**config.mk**
```make
export PLATFORM = sky130hd
export DESIGN_NAME = lbst_top
export DESIGN_NICKNAME = d
export VERILOG_FILES = /design/src/verilog/lbst_pkg.sv /design/src/verilog/lbst_top.sv /design/src/verilog/lbst_sync3.sv /design/src/verilog/lbst_crc4.sv
export VERILOG_INCLUDE_DIRS = /design/src /design/src/verilog
export SDC_FILE = /design/constraint.sdc
export NUM_CORES = 1
export LEC_CHECK = 0
export BUFFER_PORTS_ARGS = -buffer_cell sky130_fd_sc_hd__clkbuf_2
export CORE_UTILIZATION = 57
export CTS_CLUSTER_SIZE = 30
export DETAILED_ROUTE_END_ITERATION = 10
export GPL_TIMING_DRIVEN = 1
export HOLD_SLACK_MARGIN = 0.08
export PLACE_DENSITY = 0.8
export SYNTH_ARGS = -nofsm -noshare
export SYNTH_HDL_FRONTEND = slang
export SYNTH_HIERARCHICAL = 1
export SYNTH_SLANG_ARGS = --single-unit
```
**constraint.sdc**
```tcl
create_clock -name clk_i -period 7.8 [get_ports clk_i]
set_input_delay 0.78 -clock clk_i [delete_from_list [all_inputs] [get_ports clk_i]]
set_output_delay 0.78 -clock clk_i [all_outputs]
set_load 0.05 [all_outputs]
```
**src/verilog/lbst_params.svh**
```systemverilog
// Notes on behaviour
// RL1: session starts once receiver lock and test window are both high; lasts while both hold
// RL2: window fall ends the session; later payload errors never reach the result
// RL3: at session end link-ok is high if all payloads clean, low otherwise
// RL4: self test runs only in camera configuration, never in display configuration
// RL5: two select pins pick test clock: external, 50, 25 or 12.5 MHz
// RL6: code 00 bypasses oscillator; system must feed serializer pixel clock input
// RL7: entering test mode commands the serializer into test mode over back channel
// RL8: controller waits 10 ms, then watches lock rise before trusting status; the code has no wait and enters ST_RUN as soon as lock is high
// RL9: serializer sends internal pseudo-random sequence instead of parallel data
// RL10: each failing bit drops link-ok low half a link clock, then high half
// RL11: an error count accumulates during the test and is readable
// RL12: serializer pin 0 flags back channel errors during self test
// RL13: result held until new session or powerdown toggle; then defaults high
// RL14: after the window the system drives normal parallel data again
// RL15: only payload errors count; recovery failures show on lock only
// RL16: link-ok is valid only while receiver lock is high
// RL17: each symbol carries a 4-bit check code used to detect payload errors
// RL18: camera mode needs serializer config pin low, deserializer config pin high
// RL19: error counters clear at the start of every new session
`ifndef LBST_PARAMS_SVH
`define LBST_PARAMS_SVH

`define LBST_ADDR_W 8
`define LBST_OFS_CTRL 8'h00
`define LBST_OFS_STAT 8'h04
`define LBST_OFS_ERRCNT 8'h08
`define LBST_OFS_BCERR 8'h0C
`define LBST_OFS_ISTAT 8'h10
`define LBST_OFS_IMASK 8'h14

`define LBST_CTRL_RST 1'h1
`define LBST_IMASK_RST 4'h0

`define LBST_IRQ_START 0
`define LBST_IRQ_END 1
`define LBST_IRQ_FRAME 2
`define LBST_IRQ_BC 3

`define LBST_STAT_CMD 0
`define LBST_STAT_RUN 1
`define LBST_STAT_PASS 2
`define LBST_STAT_VALID 3
`define LBST_STAT_SEL 4

`define LBST_CLK_PERIOD_NS 4
`define LBST_LINK_PERIOD_NS 64
`define LBST_HALF_CYC ((`LBST_LINK_PERIOD_NS / 2) / `LBST_CLK_PERIOD_NS)
`define LBST_LOCK_WAIT_MS 10

`endif

```
**src/verilog/lbst_pkg.sv**
```systemverilog
package lbst_pkg;

	typedef struct packed {
		logic link_clk;
		logic window;
		logic lock;
		logic pwr_en;
		logic camera;
		logic [1:0] clk_sel;
		logic bc_err;
	} lbst_pins_t;

	typedef struct packed {
		logic [15:0] payload;
		logic [3:0] crc;
	} lbst_sym_t;

	typedef enum logic [1:0] {
		ST_IDLE,
		ST_WAIT_LOCK,
		ST_RUN
	} lbst_state_t;

endpackage : lbst_pkg

```
**src/verilog/lbst_top.sv**
```systemverilog
// The placing of the registers and strobed register access were decided locally.
`timescale 1ns/10ps
`default_nettype none
`include "lbst_params.svh"
module lbst_top (
	input wire logic clk_i, // core clock 250 MHz
	input wire logic resetn_i, // async reset, low
	input wire logic clk_en_i, // freeze when low
	input wire logic link_clk_i, // recovered link pixel clock
	input wire logic [15:0] rx_payload_i, // received payload
	input wire logic [3:0] rx_crc_i, // received check code
	input wire logic lock_i, // receiver lock pin
	input wire logic self_test_window_i, // test window pin
	input wire logic chip_enable_n_i, // low = powerdown
	input wire logic camera_mode_i, // config pin, high = camera
	input wire logic [1:0] clk_sel_i, // test clock select pins
	input wire logic bc_err_i, // back channel error flag
	input wire logic [7:0] addr_i, // register address
	input wire logic [31:0] wdata_i, // write data
	input wire logic we_i, // write strobe
	input wire logic re_i, // read strobe
	output logic [31:0] rdata_o, // read data, cycle after re_i
	output logic pass_o, // link-ok pin
	output logic ser_test_cmd_o, // back channel test command
	output logic [1:0] ser_clk_sel_o, // test clock code to serializer
	output logic irq_o // level interrupt
);
	localparam logic [3:0] HALF_CYC = 4'(`LBST_HALF_CYC);

	lbst_pkg::lbst_pins_t pins_raw;
	lbst_pkg::lbst_pins_t pins;
	lbst_pkg::lbst_sym_t sym_raw;
	lbst_pkg::lbst_sym_t sym;
	lbst_pkg::lbst_state_t st_r;
	lbst_pkg::lbst_state_t st_nxt;

	logic link_clk_d_r;
	logic bc_err_d_r;
	logic pwr_en_d_r;
	logic [15:0] cap_payload_r;
	logic [3:0] cap_crc_r;
	logic cap_v_r;
	logic [15:0] prev_r;
	logic seed_v_r;
	logic [3:0] crc_calc;
	logic [15:0] expect_word;
	logic [4:0] bad_bits;
	logic frame_bad;
	logic [4:0] fail_cnt;
	logic err_seen_r;
	logic result_r;
	logic [7:0] pend_r;
	logic [3:0] ph_cnt_r;
	logic low_r;
	logic [15:0] err_cnt_r;
	logic [15:0] bc_cnt_r;
	logic ctrl_en_r;
	logic [3:0] istat_r;
	logic [3:0] imask_r;
	logic [3:0] ev;
	logic [1:0] sel_lat_r;
	logic cmd_want;
	logic start_ev;
	logic end_ev;
	logic bc_rise;
	logic link_rise;
	logic pwr_release;
	logic wr_istat;
	logic wr_imask;
	logic wr_ctrl;

	assign pins_raw.link_clk = link_clk_i;
	assign pins_raw.window = self_test_window_i;
	assign pins_raw.lock = lock_i;
	assign pins_raw.pwr_en = chip_enable_n_i;
	assign pins_raw.camera = camera_mode_i;
	assign pins_raw.clk_sel = clk_sel_i;
	assign pins_raw.bc_err = bc_err_i;
	assign sym_raw.payload = rx_payload_i;
	assign sym_raw.crc = rx_crc_i;

	lbst_sync3 #(
		.W($bits(lbst_pkg::lbst_pins_t))
	) u_pin_sync (
		.clk_i(clk_i),
		.resetn_i(resetn_i),
		.clk_en_i(clk_en_i),
		.d_i(pins_raw),
		.q_o(pins)
	);

	// data take the same latency so they line up with the clock edge
	lbst_sync3 #(
		.W($bits(lbst_pkg::lbst_sym_t))
	) u_sym_sync (
		.clk_i(clk_i),
		.resetn_i(resetn_i),
		.clk_en_i(clk_en_i),
		.d_i(sym_raw),
		.q_o(sym)
	);

	lbst_crc4 u_crc (
		.data_i(cap_payload_r),
		.crc_o(crc_calc)
	);

	function automatic logic [15:0] prbs_next(input logic [15:0] s);
		logic [15:0] r;
		logic fb;
		r = s;
		for (int i = 0; i < 16; i++)
		begin
			fb = r[15] ^ r[13] ^ r[12] ^ r[10];
			r = {r[14:0], fb};
		end
		return r;
	endfunction : prbs_next

	function automatic logic [4:0] popcnt(input logic [15:0] v);
		logic [4:0] n;
		n = 5'h00;
		for (int i = 0; i < 16; i++)
		begin
			n = n + {4'h0, v[i]};
		end
		return n;
	endfunction : popcnt

	assign link_rise = pins.link_clk & ~link_clk_d_r;
	assign bc_rise = pins.bc_err & ~bc_err_d_r;
	assign pwr_release = pins.pwr_en & ~pwr_en_d_r;
	// powered, camera config, software enable, window high
	assign cmd_want = pins.window & pins.camera & pins.pwr_en & ctrl_en_r; // [RL4] [RL7]
	assign start_ev = (st_r == lbst_pkg::ST_WAIT_LOCK) && cmd_want && pins.lock;
	assign end_ev = (st_r == lbst_pkg::ST_RUN) && !(cmd_want && pins.lock);

	assign expect_word = prbs_next(prev_r); // [RL9]
	assign bad_bits = seed_v_r ? popcnt(expect_word ^ cap_payload_r) : 5'h00;
	// check code mismatch alone still counts as one failing bit
	assign frame_bad = (crc_calc != cap_crc_r) || (bad_bits != 5'h00); // [RL17]
	assign fail_cnt = (bad_bits != 5'h00) ? bad_bits : {4'h0, frame_bad};

	assign wr_ctrl = we_i && (addr_i == `LBST_OFS_CTRL);
	assign wr_istat = we_i && (addr_i == `LBST_OFS_ISTAT);
	assign wr_imask = we_i && (addr_i == `LBST_OFS_IMASK);

	always_ff @(posedge clk_i or negedge resetn_i)
	begin
		if (!resetn_i)
		begin
			link_clk_d_r <= 1'b0;
			bc_err_d_r <= 1'b0;
			pwr_en_d_r <= 1'b0;
		end
		else if (clk_en_i)
		begin
			link_clk_d_r <= pins.link_clk;
			bc_err_d_r <= pins.bc_err;
			pwr_en_d_r <= pins.pwr_en;
		end
	end

	always_comb
	begin
		st_nxt = st_r;
		case (st_r)
			lbst_pkg::ST_IDLE:
			begin
				if (cmd_want)
					st_nxt = lbst_pkg::ST_WAIT_LOCK;
			end
			lbst_pkg::ST_WAIT_LOCK:
			begin
				if (!cmd_want)
					st_nxt = lbst_pkg::ST_IDLE;
				else if (pins.lock)
					st_nxt = lbst_pkg::ST_RUN; // [RL1]
			end
			lbst_pkg::ST_RUN:
			begin
				if (!(cmd_want && pins.lock))
					st_nxt = lbst_pkg::ST_IDLE; // [RL1] [RL2]
			end
			default:
				st_nxt = lbst_pkg::ST_IDLE;
		endcase
	end

	always_ff @(posedge clk_i or negedge resetn_i)
	begin
		if (!resetn_i)
			st_r <= lbst_pkg::ST_IDLE;
		else if (clk_en_i)
			st_r <= st_nxt;
	end

	// back channel command holds while test mode is wanted
	always_ff @(posedge clk_i or negedge resetn_i)
	begin
		if (!resetn_i)
		begin
			ser_test_cmd_o <= 1'b0;
			ser_clk_sel_o <= 2'b00;
			sel_lat_r <= 2'b00;
		end
		else if (clk_en_i)
		begin
			ser_test_cmd_o <= cmd_want; // [RL7]
			if ((st_r == lbst_pkg::ST_IDLE) && cmd_want)
			begin
				// code frozen for the session so the rate never moves mid-test
				sel_lat_r <= pins.clk_sel; // [RL5] [RL6]
				ser_clk_sel_o <= pins.clk_sel; // [RL5]
			end
		end
	end

	// capture one symbol per link clock rising edge
	always_ff @(posedge clk_i or negedge resetn_i)
	begin
		if (!resetn_i)
		begin
			cap_payload_r <= 16'h0000;
			cap_crc_r <= 4'h0;
			cap_v_r <= 1'b0;
		end
		else if (clk_en_i)
		begin
			cap_v_r <= link_rise && (st_r == lbst_pkg::ST_RUN) && pins.lock; // [RL15]
			if (link_rise)
			begin
				cap_payload_r <= sym.payload;
				cap_crc_r <= sym.crc;
			end
		end
	end

	// self-synchronising reference: next word predicted from the last one
	always_ff @(posedge clk_i or negedge resetn_i)
	begin
		if (!resetn_i)
		begin
			prev_r <= 16'h0000;
			seed_v_r <= 1'b0;
		end
		else if (clk_en_i)
		begin
			if (start_ev)
				seed_v_r <= 1'b0;
			else if (cap_v_r)
			begin
				prev_r <= cap_payload_r;
				seed_v_r <= 1'b1;
			end
		end
	end

	// result flag: held outside sessions, defaults high after powerdown
	always_ff @(posedge clk_i or negedge resetn_i)
	begin
		if (!resetn_i)
		begin
			err_seen_r <= 1'b0;
			result_r <= 1'b1;
		end
		else if (clk_en_i)
		begin
			if (pwr_release)
			begin
				err_seen_r <= 1'b0;
				result_r <= 1'b1; // [RL13]
			end
			else if (start_ev)
				err_seen_r <= 1'b0;
			else if (cap_v_r && frame_bad && (st_r == lbst_pkg::ST_RUN))
				err_seen_r <= 1'b1; // [RL2]
			if (end_ev)
				result_r <= !err_seen_r; // [RL3]
		end
	end

	// fail pulse train, half a link clock low then half high per bit
	always_ff @(posedge clk_i or negedge resetn_i)
	begin
		if (!resetn_i)
		begin
			pend_r <= 8'h00;
			ph_cnt_r <= 4'h0;
			low_r <= 1'b0;
		end
		else if (clk_en_i)
		begin
			if (st_r != lbst_pkg::ST_RUN)
			begin
				pend_r <= 8'h00; // [RL2]
				ph_cnt_r <= 4'h0;
				low_r <= 1'b0;
			end
			else
			begin
				logic [8:0] sum;
				logic [7:0] p;
				sum = {1'b0, pend_r} + {4'h0, (cap_v_r ? fail_cnt : 5'h00)};
				p = sum[8] ? 8'hFF : sum[7:0];
				if (ph_cnt_r != 4'h0)
					ph_cnt_r <= ph_cnt_r - 4'h1;
				else if (low_r)
				begin
					low_r <= 1'b0;
					ph_cnt_r <= HALF_CYC - 4'h1;
					p = p - 8'h01;
				end
				else if (p != 8'h00)
				begin
					low_r <= 1'b1; // [RL10]
					ph_cnt_r <= HALF_CYC - 4'h1;
				end
				pend_r <= p;
			end
		end
	end

	always_ff @(posedge clk_i or negedge resetn_i)
	begin
		if (!resetn_i)
			pass_o <= 1'b1;
		else if (clk_en_i)
		begin
			if (st_r == lbst_pkg::ST_RUN)
				pass_o <= !low_r; // [RL10]
			else
				pass_o <= result_r; // [RL3] [RL13]
		end
	end

	// counters saturate instead of wrapping so a long soak never reads low
	always_ff @(posedge clk_i or negedge resetn_i)
	begin
		if (!resetn_i)
		begin
			err_cnt_r <= 16'h0000;
			bc_cnt_r <= 16'h0000;
		end
		else if (clk_en_i)
		begin
			if (start_ev)
			begin
				err_cnt_r <= 16'h0000; // [RL19]
				bc_cnt_r <= 16'h0000; // [RL19]
			end
			else if (st_r == lbst_pkg::ST_RUN)
			begin
				logic [16:0] s;
				s = {1'b0, err_cnt_r} + {12'h000, (cap_v_r ? fail_cnt : 5'h00)};
				err_cnt_r <= s[16] ? 16'hFFFF : s[15:0]; // [RL11]
				if (bc_rise && (bc_cnt_r != 16'hFFFF))
					bc_cnt_r <= bc_cnt_r + 16'h0001; // [RL12]
			end
		end
	end

	assign ev[`LBST_IRQ_START] = start_ev;
	assign ev[`LBST_IRQ_END] = end_ev;
	assign ev[`LBST_IRQ_FRAME] = cap_v_r && frame_bad;
	assign ev[`LBST_IRQ_BC] = bc_rise && (st_r == lbst_pkg::ST_RUN);

	always_ff @(posedge clk_i or negedge resetn_i)
	begin
		if (!resetn_i)
		begin
			ctrl_en_r <= `LBST_CTRL_RST;
			imask_r <= `LBST_IMASK_RST;
			istat_r <= 4'h0;
			irq_o <= 1'b0;
		end
		else if (clk_en_i)
		begin
			if (wr_ctrl)
				ctrl_en_r <= wdata_i[0];
			if (wr_imask)
				imask_r <= wdata_i[3:0];
			// a new event beats a clear in the same cycle
			istat_r <= (istat_r & ~(wr_istat ? wdata_i[3:0] : 4'h0)) | ev;
			irq_o <= |(istat_r & imask_r);
		end
	end

	always_ff @(posedge clk_i or negedge resetn_i)
	begin
		if (!resetn_i)
			rdata_o <= 32'h0000_0000;
		else if (clk_en_i)
		begin
			rdata_o <= 32'h0000_0000;
			if (re_i)
			begin
				case (addr_i)
					`LBST_OFS_CTRL:
						rdata_o <= {31'h0000_0000, ctrl_en_r};
					`LBST_OFS_STAT:
						rdata_o <= {26'h000_0000, sel_lat_r, pins.lock,
							pass_o, (st_r == lbst_pkg::ST_RUN),
							ser_test_cmd_o}; // [RL16]
					`LBST_OFS_ERRCNT:
						rdata_o <= {16'h0000, err_cnt_r}; // [RL11]
					`LBST_OFS_BCERR:
						rdata_o <= {16'h0000, bc_cnt_r};
					`LBST_OFS_ISTAT:
						rdata_o <= {28'h000_0000, istat_r};
					`LBST_OFS_IMASK:
						rdata_o <= {28'h000_0000, imask_r};
					default:
						rdata_o <= 32'h0000_0000;
				endcase
			end
		end
	end
endmodule : lbst_top
`default_nettype wire

```
**src/verilog/lbst_sync3.sv**
```systemverilog
`timescale 1ns/10ps
`default_nettype none
module lbst_sync3 #(
	parameter int W = 1
) (
	input wire logic clk_i, // core clock
	input wire logic resetn_i, // async reset, low
	input wire logic clk_en_i, // freeze when low
	input wire logic [W-1:0] d_i, // asynchronous inputs
	output logic [W-1:0] q_o // filtered, synchronous
);
	logic [W-1:0] s1_r;
	logic [W-1:0] s2_r;
	logic [W-1:0] s3_r;

	always_ff @(posedge clk_i or negedge resetn_i)
	begin
		if (!resetn_i)
		begin
			s1_r <= '0;
			s2_r <= '0;
			s3_r <= '0;
			q_o <= '0;
		end
		else if (clk_en_i)
		begin
			s1_r <= d_i;
			s2_r <= s1_r;
			s3_r <= s2_r;
			// a bit moves only once stages two and three agree
			q_o <= (s2_r & s3_r) | (q_o & (s2_r | s3_r));
		end
	end
endmodule : lbst_sync3
`default_nettype wire

```
**src/verilog/lbst_crc4.sv**
```systemverilog
`timescale 1ns/10ps
`default_nettype none
module lbst_crc4 (
	input wire logic [15:0] data_i, // payload word
	output logic [3:0] crc_o // check code, x^4+x+1
);
	always_comb
	begin
		logic [3:0] c;
		logic fb;
		c = 4'h0;
		fb = 1'b0;
		for (int i = 15; i >= 0; i--)
		begin
			fb = c[3] ^ data_i[i];
			c = {c[2:0], 1'b0} ^ {2'b00, fb, fb};
		end
		crc_o = c;
	end
endmodule : lbst_crc4
`default_nettype wire

```
# After elaboration in Yosys (flattened, before gate mapping)
# Cells that the tools add are included.
[word_totals]
regBits = 248
input_bits = 73
[op_classes]
add_sub_neg = 20
n_eq_ne = 14
n_mux = 37
bitwise = 100
reduce_logical = 43
[op_table]
columns = ["op", "n"]
rows = [
  ["$mux 16", 6],
  ["$pmux 16 s6", 1],
  ["$xor 1x1->1", 61],
  ["$xor 4x2->4", 14],
  ["$add 5x1->5", 11],
  ["$and 20x20->20", 2],
  ["$or 20x20->20", 2],
  ["$mux 32", 1],
  ["$mux 8", 4],
  ["$mux 4", 5],
  ["$reduce_and 2->1", 10],
  ["$add 16x5->17", 1],
  ["$add 16x1->16 const B", 1],
  ["$and 8x8->8", 2],
  ["$eq 8x4->1 const B", 2],
  ["$eq 8x5->1 const B", 2],
  ["$ne 16x16->1 const B", 1],
  ["$or 8x8->8", 2],
  ["$xor 16x16->16", 1],
  ["$mux 5", 3],
  ["$logic_and 1x1->1", 14],
  ["$mux 1", 12],
  ["$add 8x5->9", 1],
  ["$and 4x4->4", 2],
  ["32 further kinds", 53],
]

# Longest topological paths before layout
# Gate-level depths: netlist (run 1).
[depth]
word_depth = 39
mapped_depth = 28

# By module
# The synthesis (run 1) kept the hierarchy.
[modules_own_cells]
columns = ["module", "instances", "cells_each", "area_per_inst_um2", "seq_area_each_um2"]
rows = [
  ["lbst_top", 1, 693, 7240.7, 3006.6],
  ["lbst_sync3 (u_sym_sync)", 1, 245, 3228.1, 2001.9],
  ["lbst_sync3 (u_pin_sync)", 1, 93, 1305.0, 800.8],
  ["lbst_crc4", 1, 25, 270.3, 0.0],
]

# Worst setup path before layout (run 1)
# No wires, ideal clock.
[synth_timing]
path_type = "reg2reg"
startpoint = "reg prev_r[12]"
endpoint = "reg ph_cnt_r[2]"
setup_ns = 0.122
arrival_ns = 7.044
path_slack_ns = 0.634
stages_incl_launch_ff = 27
path_buffers = 0
synth_period_minus_slack_ns = 7.166
cell_sequence = "dfrtp_1 > xnor2_1 > xnor2_1 > xor2_1 > xnor2_1 > fa_1 > inv_1 > fa_1 > fa_1 > inv_1 > fa_1 > inv_1 > ha_1 > fa_1 > a211oi_1 > a31oi_1 > o41ai_1 > o211a_1 > ha_1 > inv_1 > fa_1 > nand2b_1 > a21oi_1 > xnor2_1 > nand3_2 > or4_4 > a32o_1"
[synth_between]
elab_chain_cells = 32
elab_cells_between_ends = 44
classes_between = "add/sub (16); mux (4); bitwise (19); reduce/logical (5)"
[synth_lines]
columns = ["item", "line_no", "source"]
rows = [
  ["start, declared", "lbst_top.sv:43", "logic [15:0] prev_r;"],
  ["start signal, assigned", "lbst_top.sv:253", "prev_r <= cap_payload_r;"],
  ["$xor 1x1->1 (6 in series)", "lbst_top.sv:114", "fb = r[15] ^ r[13] ^ r[12] ^ r[10];"],
  ["$xor 16x16->16 *", "lbst_top.sv:139", "assign bad_bits = seed_v_r ? popcnt(expect_word ^ cap_payload_r) : 5'h00;"],
  ["$add 1x1->2", "lbst_top.sv:125", "n = n + {4'h0, v[i]};"],
  ["$add 2x1->3", "lbst_top.sv:125", ""],
  ["$add 3x1->4", "lbst_top.sv:125", ""],
  ["$add 4x1->5", "lbst_top.sv:125", ""],
  ["$add 5x1->5 (10 in series)", "lbst_top.sv:125", ""],
  ["$add 5x1->5 *", "lbst_top.sv:125", ""],
  ["[2 not listed]", "-", ""],
  ["$logic_or 1x1->1", "lbst_top.sv:141", "assign frame_bad = (crc_calc != cap_crc_r) || (bad_bits != 5'h00);"],
  ["$mux 5 *", "lbst_top.sv:142", "assign fail_cnt = (bad_bits != 5'h00) ? bad_bits : {4'h0, frame_bad};"],
  ["$mux 5 *", "lbst_top.sv:304", "sum = {1'b0, pend_r} + {4'h0, (cap_v_r ? fail_cnt : 5'h00)};"],
  ["$add 8x5->9 *", "lbst_top.sv:304", ""],
  ["$mux 8 *", "lbst_top.sv:305", "p = sum[8] ? 8'hFF : sum[7:0];"],
  ["$reduce_bool 8->1 *", "lbst_top.sv:314", "else if (p != 8'h00)"],
  ["$reduce_bool 4->1 (no line) *", "-", ""],
  ["$reduce_and 2->1 (no line) *", "-", ""],
  ["end signal, assigned", "lbst_top.sv:307", "ph_cnt_r <= ph_cnt_r - 4'h1;"],
  ["end signal, assigned", "lbst_top.sv:311", "ph_cnt_r <= HALF_CYC - 4'h1;"],
  ["end signal, assigned", "lbst_top.sv:317", "ph_cnt_r <= HALF_CYC - 4'h1;"],
  ["end, declared", "lbst_top.sv:53", "logic [3:0] ph_cnt_r;"],
]
# Every way passes the cells marked *; elsewhere a longest branch is shown, timed or not.
# A chain may end at the register's enable or synchronous reset.

# Final worst setup path (run 1)
[layout_timing]
startpoint = "reg prev_r[9]"
endpoint = "reg ph_cnt_r[2]"
[layout_between]
elab_chain_cells = 30
elab_cells_between_ends = 41
classes_between = "add/sub (16); mux (4); bitwise (16); reduce/logical (5)"
[layout_lines]
columns = ["item", "line_no"]
rows = [
  ["$xor 1x1->1 (4 in series)", "lbst_top.sv:114"],
  ["$xor 16x16->16 *", "lbst_top.sv:139"],
  ["$add 1x1->2", "lbst_top.sv:125"],
  ["$add 2x1->3", "lbst_top.sv:125"],
  ["$add 3x1->4", "lbst_top.sv:125"],
  ["$add 4x1->5", "lbst_top.sv:125"],
  ["$add 5x1->5 (9 in series)", "lbst_top.sv:125"],
  ["$add 5x1->5 * (2 in series)", "lbst_top.sv:125"],
  ["[2 not listed]", "-"],
  ["$logic_or 1x1->1", "lbst_top.sv:141"],
  ["$mux 5 *", "lbst_top.sv:142"],
  ["$mux 5 *", "lbst_top.sv:304"],
  ["$add 8x5->9 *", "lbst_top.sv:304"],
  ["$mux 8 *", "lbst_top.sv:305"],
  ["$reduce_bool 8->1 *", "lbst_top.sv:314"],
  ["$reduce_bool 4->1 (no line) *", "-"],
  ["$reduce_and 2->1 (no line) *", "-"],
]
# Marks and branches as above.

==> results of run 1 <==
-- synthesized netlist by cell type, types with 5 or more instances --
cell type,count
a211oi_1,7
a21o_1,14
a21oi_1,49
a22o_1,11
a31oi_1,10
and3_1,5
and4_1,6
buf_4,21
buf_6,9
clkbuf_1,19
dfrtp_1,229
fa_1,12
ha_1,17
inv_1,50
mux2_2,112
mux2i_1,19
nand2_1,56
nand2b_1,28
nand3_1,16
nand4_1,7
nor2_1,46
nor2b_1,5
nor3_1,14
nor3b_1,6
nor4_1,5
o211ai_1,7
o21ai_0,43
o22ai_1,5
o2bb2ai_1,38
or2b_1,5
xnor2_1,69
xor2_1,32
-- worst min-delay path by stage --
stage                                     to  slack, ps  depth (start not counted)
after floorplan                     result_r        390                          1
after global placement              result_r        400                          1
after detailed placement            result_r        420                          1
after CTS                 u_pin_sync/s3_r[1]        330                          1
after global routing            sel_lat_r[0]        360                          1
final                           sel_lat_r[0]        290                          1
-- where the power goes --
part	internal [W]	switching (W)	total, W
clock network	0.000788	0.000481	0.00127
registers	0.00139	0.000194	0.00158
logic	0.00105	0.00108	0.00213
total	0.00323	0.00175	0.00498
-- registers in the layout, summed over array words and instances (netlist names), 16 cells and up --
signal / flops
prev_r: 16
cap_payload_r: 16
err_cnt_r: 16
u_sym_sync/q_o: 20
u_sym_sync/s3_r: 20
u_sym_sync/s2_r: 20
bc_cnt_r: 16
u_sym_sync/s1_r: 20
rdata_o: 16
-- critical path, cell delays in order (launching register included) --
cell and delay [ps]:
dfrtp_1 430, xnor2_2 260, xnor2_2 170, xor2_2 210, xnor2_1 130, fa_1 550, inv_1 60, fa_1 500
fa_1 540, inv_1 50, fa_1 530, inv_1 40, ha_1 210, fa_1 440, a211oi_1 230, a31oi_1 60
o41ai_1 260, buf_4 180, o211a_1 190, ha_1 200, inv_1 60, fa_1 400, nand2b_1 220, nand2b_1 100
a41oi_1 150, mux2_4 370, or4_4 530, a32o_1 270
-- metrics by stage --
stage / hold WS [ps] / TNS [ps] / std cells
global route: 361.5 / -19.26 / 1405
global placement: 397.6 / 0 / 1356
detailed placement: 418.3 / 0 / 1356
CTS: 335.0 / 0 / 1402
floorplan: 385.9 / 0 / 1071
finish: 292.5 / 0 / 1405
-- area by class of cell --
cell class / instances / area, um2
clock buffer: 33 / 685.7
clock inverter: 13 / 209.0
fill: 1574 / 7077
inverter: 51 / 191.4
multi-input combinational: 729 / 5753
sequential: 232 / 5809
tap: 270 / 337.8
timing repair buffer: 77 / 431.7
-- cell families after synthesis --
| family | count (synthesis) | share of synthesized area (%) |
|---|---|---|
| buf+inv | 110 | 4.872 |
| other cells | 1 | 0.03114 |
| mux | 131 | 12.05 |
| flops | 232 | 48.23 |
| fa+ha+maj | 29 | 3.761 |
| compound gates | 226 | 13.25 |
| xor+xnor | 106 | 8.134 |
| simple gates | 221 | 9.672 |
-- layer usage --
layer / global-route usage [%] / vias up / part of all wire [%]
met5: 0 / - / 0
met4: 7.216 / 0 / 2.6
met3: 3.789 / 44 / 4.1
met2: 37.55 / 154 / 48
met1: 29.96 / 3903 / 45
li1: - / 3849 / -
-- what timing repair did --
item                       CTS  global route
hold endpoints to repair     0             0
setup endpoints to repair    0             7
resized for setup            0             8
setup buffers                0             3
==> impl_results.md, run 1 <==
- Worst Skew: 13.81 ps
- Hold Crit Class: in -> async
- Setup WS post-layout: approximately 330 ps
- Pre-antenna DRT Iters: 5
- Initial antenna violation count: 0
- Max cap viols: 0
- WL/cell: 16.46 um
- Num ports: 110
- R2r worst-path depth: 27
- Ys async rst share: 100.0%
- WL final: between 20 and 25 mm
- Yosys top cell by area: dfrtp_1
- Seq/Total Area, Yosys: just under 50%
- Worst Path Max Fanout: 7
- Critical path capture point type: flop
- Detailed placer's ending HPWL: around 16 mm
- Leakage power: around 6 nW
- R2R Path Start: prev_r[9]
- Port bufs: 65
- Rows: between 50 and 60
- Vias in the first global route: 8091
- Period utilization: approximately 96%
- Ys Warns: 6
- Worst skew pair latency: about 530 ps
- Final Setup Violations: 0
- Core Box Area: ~20000 um2
- Yosys cell types: ~80
- Slew headroom: 28.95%
- Largest net degree at the start of global routing: about 110
- Primary FF master, synth: dfrtp_1
- Post-Route Utilization: approximately two thirds
- Worst Path Class, Setup: reg -> reg
- Routability cong.: between 0.8 and 0.9
- Outcome: completed
- Peak Freq: 133.9 MHz
- Peak supply drop: 0.5211 mV
- CTS Buffer Depth: 3
- Synthesized area: 12040 um2
- Via Count: 7950
- Htree depth: 1
- DRT iter0 DRCs: roughly 400
- Worst Tran Pin Value: ~1100 ps
- Sink Count: 232
- NumNets Final: approximately 1200
- Die X: 147.4 um
- Placement Setup Slack: between 100 and 150 ps
- Hold-fix buffers at CTS: 0
- CTS tree: done
- CP Launch Type: flop
- Critical Path End: ph_cnt_r[2]
- Critical path arrival: just under 8000 ps
- Area fraction of the dominant cell type after synthesis: between 40 and 50%
- Total CTS buffers: 25
- Drt via density: roughly 5.7
- Worst r2r dst: ph_cnt_r[2]
- Fin. max-slew vios: 0
- Global-route wire length before repair: about 40 mm
- CTS root buf: clkbuf_16
- Post-DP Area: between 10000 and 15000 um2
- Number of synthesized flops with an enable pin: 0
- Flops & latches, synth: about 230
- Cell area after layout: between 10000 and 15000 um2
- Starting Density: 58.77%
- Post-route DRC: 0
- DRT antenna net count: 0
- Ranking of synthesized cells by area: dfrtp_1 48%, mux2_2 10%, xnor2_1 5.0%, o2bb2ai_1 2.8%, xor2_1 2.3%
- Reg clk slew, reported paths: around 60 ps
- Most frequent cells in the layout: 229 x dfrtp_1, 111 x mux2_2, 65 x xnor2_1
- Die area: 21720 um2
- Leading cell type in the layout, fill and taps excluded: dfrtp_1
- Power per cell area: 371.3 nW/um2
- Area delta synth->final: 11.41%
- Total congestion overflow: 0
- Power Total: 0.004982 W
- Syn_area_per_cell: around 11 um2
- R2R Setup Slk: 330 ps
- Post-Syn Instances: about 1100
- Final min period: 7467 ps
- CP startpoint: prev_r[9]
- Layout cells sized above 1: approximately 22%
- Ant. Diodes: 0
- CP required: a little over 8000 ps
- Die Y: approximately 150 um
- Hold Fails Final Rpt: 0
- Total track usage: approximately 22%
(Power assumes the default switching activity.)
==> inputs of run 2 (changes only) <==
--- a/config.mk
+++ b/config.mk
@@ -6,7 +6,7 @@
 export SDC_FILE = /design/constraint.sdc
 export NUM_CORES = 1
 export LEC_CHECK = 0
-export BUFFER_PORTS_ARGS = -buffer_cell sky130_fd_sc_hd__clkbuf_2
+export BUFFER_PORTS_ARGS = -buffer_cell sky130_fd_sc_hd__buf_2
 export CORE_UTILIZATION = 57
 export CTS_CLUSTER_SIZE = 30
 export DETAILED_ROUTE_END_ITERATION = 10
==> run 2 against run 1 <==
Fmax shrank 0.23%. Worst hold slack got worse by 30 ps. Cell area is 0.71% lower. Wire length rose by 1.4%. Sequential power hardly changed. Global-route usage fell by 0.22 points. Critical path depth fell by 1. Worst setup slack lost 17 ps. Utilization shrank 0.46 points. Highest routed layer unchanged.
==> impl_results.md, run 2 (synthesis results as in run 1) <==
- Outcome: completed
- Die Y: 147.4 um (unchanged)
- Post-Route Utilization: 65.01% (-0.46 points)
- Final min period: 7484 ps (+17.33 ps)
- Rows: 52 (unchanged)
- Final Setup Violations: 0 (unchanged)
- Routability cong.: 0.8521 (about the same)
- Initial antenna violation count: 0 (unchanged)
- DP Cell Count: 1357 (+0.074%)
- Drt via density: 5.791 (+2.4%)
- Int Power: 0.003133 W (-3.0%)
- Seq pwr share: 31.8% (about the same)
- Most frequent cells in the layout: 229 x dfrtp_1, 111 x mux2_2, 65 x xnor2_1
- Leading cell type in the layout, fill and taps excluded: dfrtp_1
- Fin. max-slew vios: 0 (unchanged)
- Share of total power in the clock network: 22.1% (-3.4 points)
- Worst Skew: 20.23 ps (+6.422 ps)
- Critical path arrival: 7890 ps (about the same)
- Total congestion overflow: 0 (unchanged)
- CP startpoint: prev_r[9]
- Ant. Diodes: 0 (unchanged)
- CP Launch Type: flop
- Reg clk slew, reported paths: 60 ps (about the same)
- Starting Density: 58.77% (unchanged)
- Htree depth: 1 (unchanged)
- Post-route DRC: 0 (unchanged)
- WL final: 23.44 mm (+1.4%)
- Slew headroom: 31.89% (+2.9 points)
- Critical path capture point type: flop
- Port bufs: 65 (unchanged)
- Worst Path Max Fanout: 6 (-1)
- Placement Setup Slack: 55.68 ps (-75.40 ps)
- R2R Setup Slk: 320 ps (-20 ps)
- Layout cells sized above 1: 22.11% (-0.18 points)
- CTS Buffer Depth: 3 (unchanged)
- Vias in the first global route: 8185 (+1.2%)
- Leakage power: 5.952 nW (-1.2%)
- Die X: 147.4 um (unchanged)
- Global-route wire length before repair: 39.57 mm (-0.47%)
- Switching Share: 36.91% (+1.7 points)
- Setup WS post-layout: 315.6 ps (-17.33 ps)
- DRT antenna net count: 0 (unchanged)
- Core Box Area: 20490 um2 (unchanged)
- WL/cell: 16.69 um (+1.4%)
- Worst Path Class, Setup: reg -> reg
- Peak supply drop: 0.4439 mV (-15%)
- DRT iter0 DRCs: 429 (+5.7%)
- Pre-antenna DRT Iters: 5 (unchanged)
- NetSw: 0.001832 W (+4.6%)
- CTS tree: done
- Period utilization: 95.95% (+0.22 points)
- NumNets Final: 1219 (+0.082%)
- Num ports: 110 (unchanged)
- Hold Fails Final Rpt: 0 (unchanged)
- Critical Path End: ph_cnt_r[2]
- Sink Count: 232 (unchanged)
- Largest net degree at the start of global routing: 87 (-19%)
- CTS root buf: clkbuf_16
- Max cap viols: 0 (unchanged)
- R2R Path Start: prev_r[9]
- Comb pwr share: 46.0% (+3.2 points)
- Die area: 21720 um2 (unchanged)
- Power Total: 0.004965 W (-0.33%)
- CP required: 8200 ps (about the same)
- Total CTS buffers: 24 (-4.0%)
- Via Count: 8137 (+2.4%)
- Worst Tran Pin Value: 1019 ps (-43.90 ps)
- Power per cell area: 372.7 nW/um2 (+0.38%)
- WHS: 262.5 ps (-29.95 ps)
- Peak Freq: 133.6 MHz (-0.23%)
- Area delta synth->final: 10.62%
- R2r worst-path depth: 26 (-3.7%)
- Worst r2r dst: ph_cnt_r[2]
- Detailed placer's ending HPWL: 16.16 mm (+2.2%)
- Hold-fix buffers at CTS: 0 (unchanged)
- Post-route insts no fill: 1405 (unchanged)
- Total track usage: 22.27% (-0.22 points)
- Worst skew pair latency: 530 ps (about the same)
- Hold Crit Class: in -> async
[run 2: cell types whose count changed in the layout (fill, tap and decap cells not counted), moves of 2 or more]
cell,previous run,this run
buf_4,12,14
clkinv_2,6,0
clkbuf_2,63,0
clkinvlp_4,0,2
bufinv_16,5,1
buf_2,0,63
clkbuf_1,5,13
[run 2: critical path, stage by stage, from the launching register on]
cell and delay (ps):
dfrtp_1 430, xnor2_2 270, xnor2_2 180, xor2_2 210, xnor2_1 120, fa_1 530
inv_1 50, fa_1 500, fa_1 550, inv_1 60, fa_1 530, inv_1 40
ha_1 220, fa_2 390, a211oi_2 210, a31oi_1 70, o41ai_1 380, buf_4 190
nand2_1 80, o211a_4 200, ha_2 180, a211oi_2 400, nor4_1 120, a311oi_2 360
nand3_2 210, or4_4 590, a32o_1 270
[run 2: power groups by stage]
stage	combinational (W)	clock, W	sequential (W)
after detailed placement	0.00221	0	0.00160
after global routing	0.00258	0.00117	0.00161
after floorplan	0.00178	0	0.00154
after CTS	0.00221	0.00112	0.00158
after global placement	0.00207	0	0.00159
final	0.00229	0.00110	0.00158
[run 2: how the worst min path moves through the flow]
stage | end | start | slack [ps]
after floorplan | result_r | err_seen_r | 390
after CTS | pend_r[7] | resetn_i | 270
after global routing | pend_r[7] | resetn_i | 310
after global placement | result_r | err_seen_r | 400
final | pend_r[7] | resetn_i | 260
after detailed placement | result_r | err_seen_r | 420
[run 2: routing by layer]
layer  vias up  global-route usage (%)  routed length [um]
li1       3841                       -                   -
met2       210                   37.97               11420
met3        53                   3.075                1061
met4         0                   7.268                 621
met5         -                       0                   0
met1      4033                   29.37               10340
[run 2: cell type report]
class                           count  area (um2)
Fill cell                        1568        7172
Timing Repair Buffer               79       446.7
Sequential cell                   232        5809
Clock inverter                      4       61.31
Multi-Input combinational cell    729        5786
Inverter                           51       191.4
Clock buffer                       40       690.7
Tap cell                          270       337.8
[run 2: what timing repair did]
item,in CTS,in global routing
setup buffers,0,4
gates resized for setup,0,14
endpoints found under the setup margin,0,7
[run 2: stage by stage]
step | TNS, ps | instance area [um2]
detailed placement | 0 | 12460
global placement | 0 | 12460
floorplan | 0 | 12100
finish | 0 | 13320
CTS | 0 | 13210
global route | -36.79 | 13320
